<file path="src/shared/edmon_pkg.sv">
// package: constants and types for the external device monitor
package edmon_pkg;
    // ****************************************************
    // configuration codes
    // ****************************************************
    typedef enum logic [1:0] {
        EDMON_CFG_NONE   = 2'h0,
        EDMON_CFG_SINGLE = 2'h1,
        EDMON_CFG_DUAL   = 2'h2
    } edmon_cfg_e;
    localparam logic [1:0] EDMON_CFG_RESET = 2'h2; // dual channel default

    // ****************************************************
    // register map (byte offsets)
    // ****************************************************
    localparam logic [11:0] EDMON_CTRL_OFF = 12'h000;
    localparam logic [11:0] EDMON_STAT_OFF = 12'h004;
    localparam logic [11:0] EDMON_IRQS_OFF = 12'h008;
    localparam logic [11:0] EDMON_MASK_OFF = 12'h00c;
    // ctrl fields
    localparam int EDMON_CTRL_CFG_LSB = 0;
    localparam int EDMON_CTRL_RUN_BIT = 2;
    localparam int EDMON_CTRL_RST_BIT = 3;
    // irq status bits
    localparam int EDMON_IRQ_LOCK_BIT = 0;
    localparam int EDMON_IRQ_REFUSE_BIT = 1;
    localparam int EDMON_IRQ_ON_BIT = 2;
    localparam int EDMON_IRQ_W = 3;

    // ****************************************************
    // timing
    // ****************************************************
    localparam longint EDMON_CLK_HZ = 20000000;
    localparam longint EDMON_WIN_MS = 250;
    localparam longint EDMON_WIN_CYC = EDMON_WIN_MS * EDMON_CLK_HZ / 1000;
    localparam int EDMON_CNT_W = 23;

    // feedback inputs travel together
    typedef struct packed {
        logic fb_a; // feedback_input_a, high = contacts closed
        logic fb_b; // feedback_input_b
    } edmon_fb_s;
endpackage

</file>
<file path="src/hw/edmon_top.sv">
// module: external device monitor with apb registers
`timescale 1ns/100ps
// Behaviour
// - three modes: single channel, dual channel, disabled; ctrl selects
// - dual channel is the reset configuration
// - single: reset refused, outputs off unless feedback shows closed
// - single: while outputs on, feedback changes are ignored
// - after outputs turn off, contacts must close within 250 ms
// - aux output only active in single channel configuration
// - dual: inputs disagreeing over 250 ms causes lockout
// - single: aux output follows the safety output state
module edmon_top
    import edmon_pkg::*;
#(
    parameter int WIN_CYC = int'(EDMON_WIN_CYC) // 250 ms in cycles
) (
    input wire logic pclk, // 20 mhz clock
    input wire logic presetn, // async reset, active low
    input wire logic psel, // apb select
    input wire logic penable, // apb enable
    input wire logic pwrite, // apb direction
    input wire logic [11:0] paddr, // apb byte address
    input wire logic [31:0] pwdata, // apb write data
    output logic [31:0] prdata, // apb read data
    output logic pready, // apb ready
    output logic pslverr, // apb error
    input wire edmon_fb_s fb, // feedback contacts
    input wire logic guard_clear, // sensing field clear, asks outputs on
    output logic [1:0] safety_output_pair, // paired safety outputs
    output logic aux_out, // auxiliary status output
    output logic lockout, // lockout state
    output logic irq // level interrupt
);
    // ****************************************************
    // apb slave
    // ****************************************************
    logic [1:0] cfg_ff;
    logic [EDMON_IRQ_W-1:0] irqs_ff, mask_ff;
    logic on_ff, lock_ff, ready_ff, pend_ff;
    logic [EDMON_CNT_W-1:0] off_cnt_ff, dis_cnt_ff;
    logic acc, wr, rd_ok;
    logic ev_lock, ev_refuse, ev_on, rst_req;
    logic [EDMON_IRQ_W-1:0] ev;

    assign acc = psel & penable;
    assign wr = acc & pwrite;
    assign pready = 1'b1; // zero wait states
    assign rd_ok = paddr == EDMON_CTRL_OFF || paddr == EDMON_STAT_OFF ||
                   paddr == EDMON_IRQS_OFF || paddr == EDMON_MASK_OFF;
    assign pslverr = acc & ~rd_ok;
    assign rst_req = wr && paddr == EDMON_CTRL_OFF &&
                     pwdata[EDMON_CTRL_RST_BIT];

    // read mux into a register, valid in the access cycle
    always_ff @(posedge pclk or negedge presetn) begin
        if (!presetn) begin
            prdata <= 32'h0;
        end else if (psel && !penable && !pwrite) begin
            unique case (paddr)
                EDMON_CTRL_OFF: prdata <= {30'h0, cfg_ff};
                EDMON_STAT_OFF: prdata <= {28'h0, fb.fb_b, fb.fb_a,
                                           lock_ff, on_ff};
                EDMON_IRQS_OFF: prdata <= {29'h0, irqs_ff};
                EDMON_MASK_OFF: prdata <= {29'h0, mask_ff};
                default: prdata <= 32'h0;
            endcase
        end
    end

    // configuration register, dual by default
    always_ff @(posedge pclk or negedge presetn) begin
        if (!presetn) begin
            cfg_ff <= EDMON_CFG_RESET;
        end else if (wr && paddr == EDMON_CTRL_OFF &&
                     pwdata[1:0] != 2'h3) begin
            cfg_ff <= pwdata[1:0];
        end
    end

    // ****************************************************
    // monitor core
    // ****************************************************
    logic fb_ok, single, dual, win_miss, dis_miss;
    assign single = cfg_ff == EDMON_CFG_SINGLE;
    assign dual = cfg_ff == EDMON_CFG_DUAL;
    // contacts closed in the selected mode
    assign fb_ok = single ? fb.fb_a :
                   dual ? (fb.fb_a & fb.fb_b) : 1'b1;
    assign win_miss = pend_ff && (off_cnt_ff >= EDMON_CNT_W'(WIN_CYC - 1))
                      && !fb_ok;
    assign dis_miss = dual && (fb.fb_a != fb.fb_b) &&
                      (dis_cnt_ff >= EDMON_CNT_W'(WIN_CYC - 1));
    assign ev_lock = !lock_ff && (win_miss || dis_miss);
    // a reset with contacts closed is accepted, also when it clears lockout
    assign ev_refuse = rst_req && !fb_ok;
    assign ev_on = !on_ff && ready_ff && guard_clear && !lock_ff && !pend_ff;

    // armed by a valid reset; refused while contacts open
    always_ff @(posedge pclk or negedge presetn) begin
        if (!presetn) begin
            ready_ff <= 1'b0;
        end else if (ev_lock || (on_ff && !guard_clear)) begin
            ready_ff <= 1'b0;
        end else if (rst_req && fb_ok && !pend_ff) begin
            ready_ff <= 1'b1;
        end
    end

    // outputs on; feedback not looked at while on, except a dual channel disagreement lockout
    always_ff @(posedge pclk or negedge presetn) begin
        if (!presetn) begin
            on_ff <= 1'b0;
        end else if (ev_lock || !guard_clear) begin
            on_ff <= 1'b0;
        end else if (ev_on && fb_ok) begin
            on_ff <= 1'b1;
        end
    end

    // closure window after turn-off
    always_ff @(posedge pclk or negedge presetn) begin
        if (!presetn) begin
            pend_ff <= 1'b0;
            off_cnt_ff <= '0;
        end else if (on_ff && (ev_lock || !guard_clear)) begin
            pend_ff <= 1'b1;
            off_cnt_ff <= '0;
        end else if (pend_ff && (fb_ok || win_miss)) begin
            pend_ff <= 1'b0;
        end else if (pend_ff) begin
            off_cnt_ff <= off_cnt_ff + 1'b1;
        end
    end

    // dual channel disagreement timer
    always_ff @(posedge pclk or negedge presetn) begin
        if (!presetn) begin
            dis_cnt_ff <= '0;
        end else if (dual && fb.fb_a != fb.fb_b) begin
            if (!dis_miss) dis_cnt_ff <= dis_cnt_ff + 1'b1;
        end else begin
            dis_cnt_ff <= '0;
        end
    end

    // latched lockout, left only by a reset with contacts closed
    always_ff @(posedge pclk or negedge presetn) begin
        if (!presetn) begin
            lock_ff <= 1'b0;
        end else if (ev_lock) begin
            lock_ff <= 1'b1;
        end else if (rst_req && lock_ff && fb_ok && !dis_miss) begin
            lock_ff <= 1'b0;
        end
    end

    // outputs, aux only in single mode
    always_ff @(posedge pclk or negedge presetn) begin
        if (!presetn) begin
            safety_output_pair <= 2'h0;
            aux_out <= 1'b0;
        end else begin
            safety_output_pair <= {2{on_ff}};
            aux_out <= single & on_ff;
        end
    end
    assign lockout = lock_ff;

    // ****************************************************
    // interrupts
    // ****************************************************
    assign ev = {ev_on, ev_refuse, ev_lock};
    // sticky status, set wins over write-one clear
    always_ff @(posedge pclk or negedge presetn) begin
        if (!presetn) begin
            irqs_ff <= '0;
        end else if (wr && paddr == EDMON_IRQS_OFF) begin
            irqs_ff <= (irqs_ff & ~pwdata[EDMON_IRQ_W-1:0]) | ev;
        end else begin
            irqs_ff <= irqs_ff | ev;
        end
    end
    always_ff @(posedge pclk or negedge presetn) begin
        if (!presetn) begin
            mask_ff <= '0;
        end else if (wr && paddr == EDMON_MASK_OFF) begin
            mask_ff <= pwdata[EDMON_IRQ_W-1:0];
        end
    end
    assign irq = |(irqs_ff & mask_ff);

    // ****************************************************
    // checks
    // ****************************************************
    lock_off_a: assert property (@(posedge pclk) disable iff (!presetn)
        lock_ff |=> safety_output_pair == 2'h0)
        else $error("outputs on during lockout");
    refuse_a: assert property (@(posedge pclk) disable iff (!presetn)
        (single && !on_ff && !fb.fb_a) |=> !on_ff)
        else $error("single mode turned on with open contacts");
    hold_on_a: assert property (@(posedge pclk) disable iff (!presetn)
        (single && on_ff && guard_clear && !ev_lock) |=> on_ff)
        else $error("feedback dropped outputs");
    window_a: assert property (@(posedge pclk) disable iff (!presetn)
        ($fell(on_ff) && !lock_ff) |-> ##[1:10] (pend_ff || lock_ff ||
        fb_ok))
        else $error("closure window not started");
    aux_mode_a: assert property (@(posedge pclk) disable iff (!presetn)
        !single |=> !aux_out)
        else $error("aux active outside single mode");
    aux_follow_a: assert property (@(posedge pclk) disable iff (!presetn)
        single |=> aux_out == $past(on_ff))
        else $error("aux not following outputs");
    dual_lock_a: assert property (@(posedge pclk) disable iff (!presetn)
        dis_miss |=> lock_ff)
        else $error("disagreement did not lock");
    cfg_legal_a: assert property (@(posedge pclk) disable iff (!presetn)
        cfg_ff != 2'h3)
        else $error("illegal configuration");
endmodule // edmon_top

</file>
<file path="config.mk">
export PLATFORM = sky130hd
export DESIGN_NAME = edmon_top
export DESIGN_NICKNAME = d
export VERILOG_FILES = /design/src/shared/edmon_pkg.sv /design/src/hw/edmon_top.sv
export SDC_FILE = /design/constraint.sdc
export NUM_CORES = 1
export LEC_CHECK = 0
export BUFFER_PORTS_ARGS = -buffer_cell sky130_fd_sc_hd__buf_2
export CORE_AREA = 10 10 98 100
export DETAILED_ROUTE_END_ITERATION = 6
export DIE_AREA = 0 0 108 110
export PLACE_DENSITY = 0.74
export RECOVER_POWER = 100
export SYNTH_ARGS = -nofsm -noshare
export SYNTH_HDL_FRONTEND = slang
export SYNTH_SLANG_ARGS = --single-unit
</file>
<file path="constraint.sdc">
create_clock -name pclk -period 3 [get_ports pclk]
set_input_delay 0.3 -clock pclk [delete_from_list [all_inputs] [get_ports pclk]]
set_output_delay 0.3 -clock pclk [all_outputs]
set_load 0.05 [all_outputs]
</file>
# Yosys cells after proc, flatten, opt, wreduce, memory -nomap -nowiden
# Cells that the tools add are included.
[word_totals]
regBits = 92
input_bits = 52
output_inout_bits = 39
elab_cells = 102
[classes]
add_sub_neg = 2
order_cmp = 2
n_eq_ne = 9
muxes = 17
bitwise_logic = 11
n_reduce_logical = 49
[ops]
columns = ["op", "n"]
rows = [
  ["$mux 23", 5],
  ["$add 23x1->23 const B", 2],
  ["$ge 23x23->1 const B", 2],
  ["$logic_and 1x1->1", 26],
  ["$eq 12x4->1 const B", 2],
  ["$pmux 4 s4", 1],
  ["$eq 12x3->1 const B", 1],
  ["$logic_not 12->1", 1],
  ["$mux 1", 10],
  ["$reduce_bool 2->1", 5],
  ["$logic_not 1->1", 8],
  ["$logic_or 1x1->1", 7],
  ["$and 3x3->3", 2],
  ["$ne 2x2->1 const B", 3],
  ["$or 3x3->3", 2],
  ["$and 1x1->1", 5],
  ["$mux 3", 1],
  ["$not 3->3", 1],
  ["$reduce_or 3->1", 1],
  ["$eq 2x1->1 const B", 1],
  ["$eq 2x2->1 const B", 1],
  ["$reduce_and 2->1", 1],
  ["$ne 1x1->1", 1],
  ["$not 1->1", 1],
]

# Logic depth before layout (Yosys ltp)
# Gate-level depths: netlist of the first run.
[logic_depth]
word_depth = 11
ltp_mapped = 8
depth_no_buf = 7

# Least setup slack after synthesis of the first run
# OpenSTA, ideal clock, no wires.
[synth_timing]
kind = "reg-to-reg"
startpoint = "register off_cnt_ff[0]"
endpoint = "register off_cnt_ff[12]"
setup_ps = 130
t_arrival_ps = 1950
t_required_ps = 2870
setup_slack_ps = 921
path_stages_with_launch = 9
path_buffers = 1
synth_period_minus_slack_ps = 2079
path_cell_list = "dfrtp_1 -> ha_1 -> and3_1 -> nand4_1 -> a221o_2 -> a2111oi_2 -> a211o_2 -> buf_6 -> a21oi_1"
[synth_between]
elab_chain_cells = 9
word_cells_on_any_way = 16
cone_classes = "add/sub (1); order compare (1); eq/ne (1); mux (3); reduce/logical (10)"
[synth_rtl]
columns = ["item", "line_no", "source"]
rows = [
  ["start, declared", "edmon_top.sv:40", "logic [EDMON_CNT_W-1:0] off_cnt_ff, dis_cnt_ff;"],
  ["start signal, assigned", "edmon_top.sv:131", "off_cnt_ff <= off_cnt_ff + 1'b1;"],
  ["$ge 23x23->1", "edmon_top.sv:89", "assign win_miss = pend_ff && (off_cnt_ff >= EDMON_CNT_W'(WIN_CYC - 1))"],
  ["$logic_and 1x1->1", "edmon_top.sv:89", ""],
  ["$logic_and 1x1->1", "edmon_top.sv:90", "&& !fb_ok;"],
  ["$logic_or 1x1->1", "edmon_top.sv:93", "assign ev_lock = !lock_ff && (win_miss || dis_miss);"],
  ["$logic_and 1x1->1", "edmon_top.sv:93", ""],
  ["$logic_or 1x1->1", "edmon_top.sv:125", "end else if (on_ff && (ev_lock || !guard_clear)) begin"],
  ["$logic_and 1x1->1", "edmon_top.sv:125", ""],
  ["$ne 2x2->1 (no line) or $reduce_bool 2->1 (tied branches)", "n/a", ""],
  ["$reduce_and 2->1 (no line)", "n/a", ""],
]
# Parallel ways exist; a longest one is shown, timed or not. The select of a mux whose other input is x is not followed.
# A chain may end at the register's enable or synchronous reset.

# Worst setup path in the final report of the first run
[layout_timing]
startpoint = "register dis_cnt_ff[13]"
endpoint = "register off_cnt_ff[5]"
[layout_between]
elab_chain_cells = 8
word_cells_on_any_way = 10
cone_classes = "order compare (1); eq/ne (1); mux (1); reduce/logical (7)"
[layout_rtl]
columns = ["item", "line_no", "source"]
rows = [
  ["start, declared", "edmon_top.sv:40", ""],
  ["start signal, assigned", "edmon_top.sv:140", "if (!dis_miss) dis_cnt_ff <= dis_cnt_ff + 1'b1;"],
  ["$ge 23x23->1 *", "edmon_top.sv:92", "(dis_cnt_ff >= EDMON_CNT_W'(WIN_CYC - 1));"],
  ["$logic_and 1x1->1 *", "edmon_top.sv:91", "assign dis_miss = dual && (fb.fb_a != fb.fb_b) &&"],
  ["$logic_or 1x1->1 *", "edmon_top.sv:93", ""],
  ["$logic_and 1x1->1 *", "edmon_top.sv:93", ""],
  ["$logic_or 1x1->1 *", "edmon_top.sv:125", ""],
  ["$logic_and 1x1->1 *", "edmon_top.sv:125", ""],
  ["$ne 2x2->1 (no line) or $reduce_bool 2->1 (tied branches)", "n/a", ""],
  ["$reduce_and 2->1 (no line)", "n/a", ""],
]
# Every way passes the cells marked *; elsewhere a longest branch is shown, timed or not.

==> run summary, run 1 <==
Total wire length: 8150 µm
Post-synth cell types: 55
Synth Register Bits: 64
Sw Ratio: 25.2%
# DRC: 0
WP data required: 3220 ps
Height of the die: 110 µm
Final hold vios: 0
Top-area cell type share of the netlist area: 42.1%
Skew final: 8.69 ps
Synth Flop Type: dfrtp_1
Worst EP arrival: 2840 ps
# Post-CTS Setup Buffers: 0
Number of antenna diodes: 0
Starting density of the core: 49.0%
Root Buffer: clkbuf_8
Yosys warns: 0
Fill cell count: 719
Register area share after synthesis: 42.8%
Detailed placer's ending HPWL: 5790 µm
Core box area: 7650 µm²
Synth top area cells: dfrtp_1 42%, xor2_1 6.1%, buf_4 6.0%
Synth Cell Area: 3750 µm²
Insertion delay to the later sink of the worst-skew pair: 360 ps
CTS clk-pin slew, worst paths: 80 ps
Final core occ: 53.5%
CP Class: flip-flop to flip-flop
1st-pass router iterations: 5
Comb power frac: 7.0%
Clk network pwr share: 47.9%
Syn avg cell area: 9.27 µm²
Critical path origin: dis_cnt_ff[13]$_DFFE_PN0P_
Reg-to-reg endpoint: off_cnt_ff[5]$_DFFE_PN0P_
Total track usage: 13.9%
Die Wd: 108 µm
CTS buffer count: 9
Share of layout cells above drive strength 1: 12.4%
Largest net degree at the start of global routing: 46
Hold Path Depth: 2
Max frequency: 382 MHz
RSZ-0062 raised after global routing: false
CTS resizes: 0
Final slew viol count: 46
PortBufs: 33
Violated checks: max-capacitance violations, max-slew violations
ANT nets after route: 0
Initial antenna violation count: 0
EDFF count, synth: 0
Peak VDD IR: 0.000268 V
DR vias: 3008
Number of global-route vias before repair: 3031
Pwr dens: 468 nW/µm²
Critical path peak fanout: 24
Reg-to-reg slack, setup: 380 ps
Die ar.: 11900 µm²
Most area-hungry cell type in the Yosys netlist: dfrtp_1
Nets@finish: 493
I/O pins: 91
Status: finished, violations left
HP Class: input port to flip-flop
Final Cycle Share: 87.3%
Final worst slack: 380 ps
TritonCTS clock tree: done
Worst r2r src: dis_cnt_ff[13]$_DFFE_PN0P_
Initial DRC Count: 155
Cts-stage hold buffer count: 0
FFs w/ async S/R, synth: 100%
Hold_sp: pwdata[0]
Total negative slack: 0 ps
Maxcap violations: 1
Endpoint class of the critical path: flip-flop
Sequential share of power: 45.1%
Layout overhead on the synthesized area: 9.25%
Final RePlAce weighted congestion: 0.896
Drt wl/cell: 14.9 µm
R2R depth: 6
Synth cell count leaders: 63 x dfrtp_1, 50 x nor2_1, 30 x buf_4
Total Power: 1.91 mW
Crit path time final: 2620 ps
GR Overflow Total: 0
WHS Endpoint: mask_ff[0]$_DFFE_PN0P_
Synth Instances: 404
Total net switching power: 482 µW
Max-slew headroom at the worst pin: -54.9%
Final setup violation count: 0
Vias per cell: 5.52
Setup Slack @ Placement: 470 ps
Clock Tree Buf Depth: 2
Htree depth: 3
Row Count: 32
Slew @ Worst Pin: 2320 ps
Clock sink count: 64
Leak: 1.83 nW
First-pass GRT wire length: 13600 µm
Int Pwr: 1.43 mW
Crit start category: flip-flop
Most frequent cell after synthesis: dfrtp_1
[how the worst max path moves through the flow]
stage                                       to  cells past startpoint  slack (ps)
global route         off_cnt_ff[5]$_DFFE_PN0P_                      6         190
finish               off_cnt_ff[5]$_DFFE_PN0P_                      6         380
floorplan           off_cnt_ff[12]$_DFFE_PN0P_                      8         920
CTS                 off_cnt_ff[10]$_DFFE_PN0P_                      7         460
global placement           pend_ff$_DFFE_PN0P_                      7         520
detailed placement   off_cnt_ff[5]$_DFFE_PN0P_                      7         470
[area by class of cell]
type	count	area (µm²)	share of cell area (%)
repair buffers	37	170	4.16
clock buffers	9	124	3.03
clock inverters	7	119	2.90
flip-flops and latches	64	1600	39.2
inverters	13	48.8	1.19
well taps	102	128	3.12
multi-input cells	313	1900	46.4
[sequential cells by signal (all words and copies together), names as in the netlist]
signal,flops
dis_cnt_ff,23
on_ff,1
irqs_ff,3
cfg_ff,2
pend_ff,1
prdata,4
lockout,1
safety_output_pair,1
mask_ff,3
ready_ff,1
aux_out,1
off_cnt_ff,23
[critical path, stage by stage, from the launching register on]
cell and delay, ps:
dfrtp_1 420, or2_0 220, or4_1 580, a31o_1 400
a21oi_1 310, a211o_2 450, nor2_1 110
[power by group through the flow]
stage,registers [mW],logic (mW),clock network (mW)
6_report,0.864,0.134,0.917
2_1_floorplan,0.881,0.123,0
4_1_cts,0.864,0.134,0.945
3_3_place_gp,0.881,0.132,0
3_5_place_dp,0.881,0.134,0
5_1_grt,0.864,0.143,0.976
[stage by stage]
stage	area (µm²)	hold slack [ps]	cells
3_3_place_gp	3880	458	529
3_5_place_dp	3880	463	529
4_1_cts	4120	116	545
2_1_floorplan	3850	4.41	431
6_report	4090	203	545
5_1_grt	4090	188	545
[cell families (layout without fill, tap and decap cells)]
| group | after synthesis | count (layout) | share of synthesized area (%) |
|---|---|---|---|
| buffers and inverters | 54 | 66 | 9.08 |
| other | 2 | 29 | 0.200 |
| AND/OR/NAND/NOR | 186 | 186 | 27.3 |
| AO/OA/AOI/OAI | 61 | 61 | 10.6 |
| multiplexers | 7 | 7 | 2.74 |
| adder cells (fa/ha/maj) | 3 | 3 | 1.00 |
| XOR/XNOR | 27 | 27 | 6.31 |
| flip-flops | 64 | 64 | 42.8 |
[placed cells by master (no fill, tap or decap), drive strengths merged, types with 19 or more instances in the layout]
master	count
dfrtp	63
nor2	50
conb	29
nand2	26
xor2	26
a21oi	23
nand4	23
buf	23
nand3	23
clkbuf	23
o21ai	19
[metal layers]
metal / wire, µm / global-route usage [%] / share of wire [%] / vias to the layer above
met1: 3380 / 15.1 / 42 / 1472
met3: 612 / 5.80 / 7.5 / 11
met4: 89 / 3.91 / 1.1 / 0
li1: - / - / - / 1456
met2: 4060 / 24.4 / 50 / 69
met5: 0 / 0 / 0 / -
Power figures use the tool's default switching activity.
==> inputs of run 2 (changes only) <==
==> constraint.sdc (replaced) <==
create_clock -name pclk -period 3 [get_ports pclk]
set_input_delay 0 -clock pclk [delete_from_list [all_inputs] [get_ports pclk]]
set_output_delay 0 -clock pclk [all_outputs]
set_load 0.05 [all_outputs]
==> run 2 against run 1 <==
The flow still finishes with violations (max-capacitance violations, max-slew violations). Core utilization up 1.6 points. First-iteration DRC count down 8.4%. Flip-flop and latch count unchanged. Maximum frequency down 0.71%. Clock power down 9.9%. Register-to-register slack worse by 20 ps. Via count up 0.73%. Clock-buffer cell count up 3. Critical endpoint is now off_cnt_ff[10]$_DFFE_PN0P_. Largest power group is now registers.
==> run summary, run 2 (same netlist as run 1, synthesis figures left out) <==
Peak VDD IR: 0.000360 V (+34%)
Critical path peak fanout: 24 (unchanged)
CP max stage delay: 580 ps (about the same)
Worst EP arrival: 2850 ps (about the same)
# DRC: 0 (unchanged)
Total Power: 1.83 mW (-4.1%)
Max frequency: 379 MHz (-0.71%)
Die ar.: 11900 µm² (unchanged)
1st-pass router iterations: 4 (-1)
Htree depth: 3 (unchanged)
Final hold vios: 0 (unchanged)
CTS buffer count: 9 (unchanged)
Number of global-route vias before repair: 2993 (-1.3%)
Insertion delay to the later sink of the worst-skew pair: 360 ps (about the same)
Total track usage: 14.0% (+0.12 points)
TritonCTS clock tree: done
Status: finished, violations left
Layout overhead on the synthesized area: 12.6%
Root Buffer: clkbuf_8
Vias per cell: 5.42 (-1.8%)
Maxcap violations: 1 (unchanged)
Initial DRC Count: 142 (-8.4%)
Commonest non-fill, non-tap cell in the layout: dfrtp_1
Clock sink count: 64 (unchanged)
CTS resizes: 0 (unchanged)
Height of the die: 110 µm (unchanged)
Most frequent cells in the layout: 63 x dfrtp_1, 50 x nor2_1, 29 x conb_1, 26 x nand2_1, 26 x xor2_1
Crit start category: flip-flop
Slew @ Worst Pin: 1550 ps (-773 ps)
Design area: 4220 µm² (+3.0%)
Violated checks: max-capacitance violations, max-slew violations
Crit path time final: 2640 ps (+18.6 ps)
CP Class: flip-flop to flip-flop
Endpoint class of the critical path: flip-flop
Fill cell count: 682 (-5.1%)
Starting density of the core: 49.0% (unchanged)
Share of layout cells above drive strength 1: 12.0% (-0.38 points)
DR vias: 3030 (+0.73%)
Final setup violation count: 0 (unchanged)
# Post-CTS Setup Buffers: 0 (unchanged)
Core box area: 7650 µm² (unchanged)
Hold Slack: 64.2 ps (-139 ps)
Row Count: 32 (unchanged)
Number of antenna diodes: 0 (unchanged)
Clock Tree Buf Depth: 2 (unchanged)
Final slew viol count: 30 (-35%)
Final RePlAce weighted congestion: 0.905 (+1.0%)
Post-DP Area: 3870 µm² (-0.19%)
Pwr dens: 435 nW/µm² (-7.0%)
Cells along the critical path: or2_0, or4_1, a31o_1, a21oi_1, a211o_2, nor2_1
GR Overflow Total: 0 (unchanged)
CTS clk-pin slew, worst paths: 70 ps (about the same)
Final Cycle Share: 88.0% (+0.62 points)
Detailed placer's ending HPWL: 5820 µm (+0.49%)
Die Wd: 108 µm (unchanged)
Final core occ: 55.1% (+1.6 points)
Drt wl/cell: 14.6 µm (-2.3%)
Leak: 1.89 nW (+3.4%)
Nets@finish: 507 (+2.8%)
Total wire length: 8160 µm (+0.18%)
ANT nets after route: 0 (unchanged)
Max-slew headroom at the worst pin: -3.41% (+52 points)
Largest net degree at the start of global routing: 37 (-20%)
PortBufs: 33 (unchanged)
HP Class: input port to flip-flop
WP data required: 3210 ps (about the same)
Initial antenna violation count: 0 (unchanged)
RSZ-0062 raised after global routing: false
Total negative slack: 0 ps (unchanged)
Skew final: 15.4 ps (+6.74 ps)
Top Registers: dis_cnt_ff (23), off_cnt_ff (23), prdata (4)
First-pass GRT wire length: 13800 µm (+1.4%)
I/O pins: 91 (unchanged)
Crit-path slowest cell: or4_1
## run 2: area by class of cell
type	instances	area [µm²]	share of cell area [%]
multi-input combinational	313	1900	45.1
sequential	64	1600	38.0
timing repair buffer	51	322	7.63
clock buffer	12	145	3.44
tap	102	128	3.03
clock inverter	4	70.1	1.66
inverter	13	48.8	1.16
## run 2: routing by layer
metal / global-route usage (%) / vias to the layer above / part of all wire [%]
met5: 0 / - / 0
met4: 5.63 / 0 / 1.5
met3: 4.41 / 12 / 6.3
met2: 24.1 / 76 / 49
met1: 16.0 / 1450 / 43
li1: - / 1492 / -
## run 2: critical path, delay by kind of cell (launching register included)
kind,cells,cell delay [ps]
DFF,1,420
AOI/OAI and AO/OA,3,1170
and+or+nand+nor,3,910
## run 2: power by group
group | switching, mW | internal (mW)
sequential | 0.000673 | 0.864
combinational | 0.119 | 0.0262
clock | 0.337 | 0.489
total | 0.457 | 1.38
## run 2: path summary, 6_finish.rpt
kind	startpoint	to	slack, ps	depth (start not counted)
max in group asynchronous	presetn	pend_ff$_DFFE_PN0P_	820	3
setup / recovery	dis_cnt_ff[13]$_DFFE_PN0P_	off_cnt_ff[10]$_DFFE_PN0P_	360	6
hold reg to reg	prdata[0]$_DFFE_PN0P_	prdata[0]$_DFFE_PN0P_	490	2
hold / removal	paddr[7]	prdata[2]$_DFFE_PN0P_	60	4
setup reg to reg	dis_cnt_ff[13]$_DFFE_PN0P_	off_cnt_ff[10]$_DFFE_PN0P_	360	6
min in group asynchronous	presetn	dis_cnt_ff[17]$_DFFE_PN0P_	570	2
## run 2: repair_timing
item	in CTS	in global routing
hold endpoints to repair	40	0
endpoints found under the setup margin	0	0
hold buffers	15	0
## run 2: metrics by stage
stage / setup slack [ps] / instances
6_report: 361 / 559
5_1_grt: 147 / 559
4_1_cts: 454 / 559
3_5_place_dp: 479 / 528
3_3_place_gp: 531 / 528
2_1_floorplan: 921 / 431
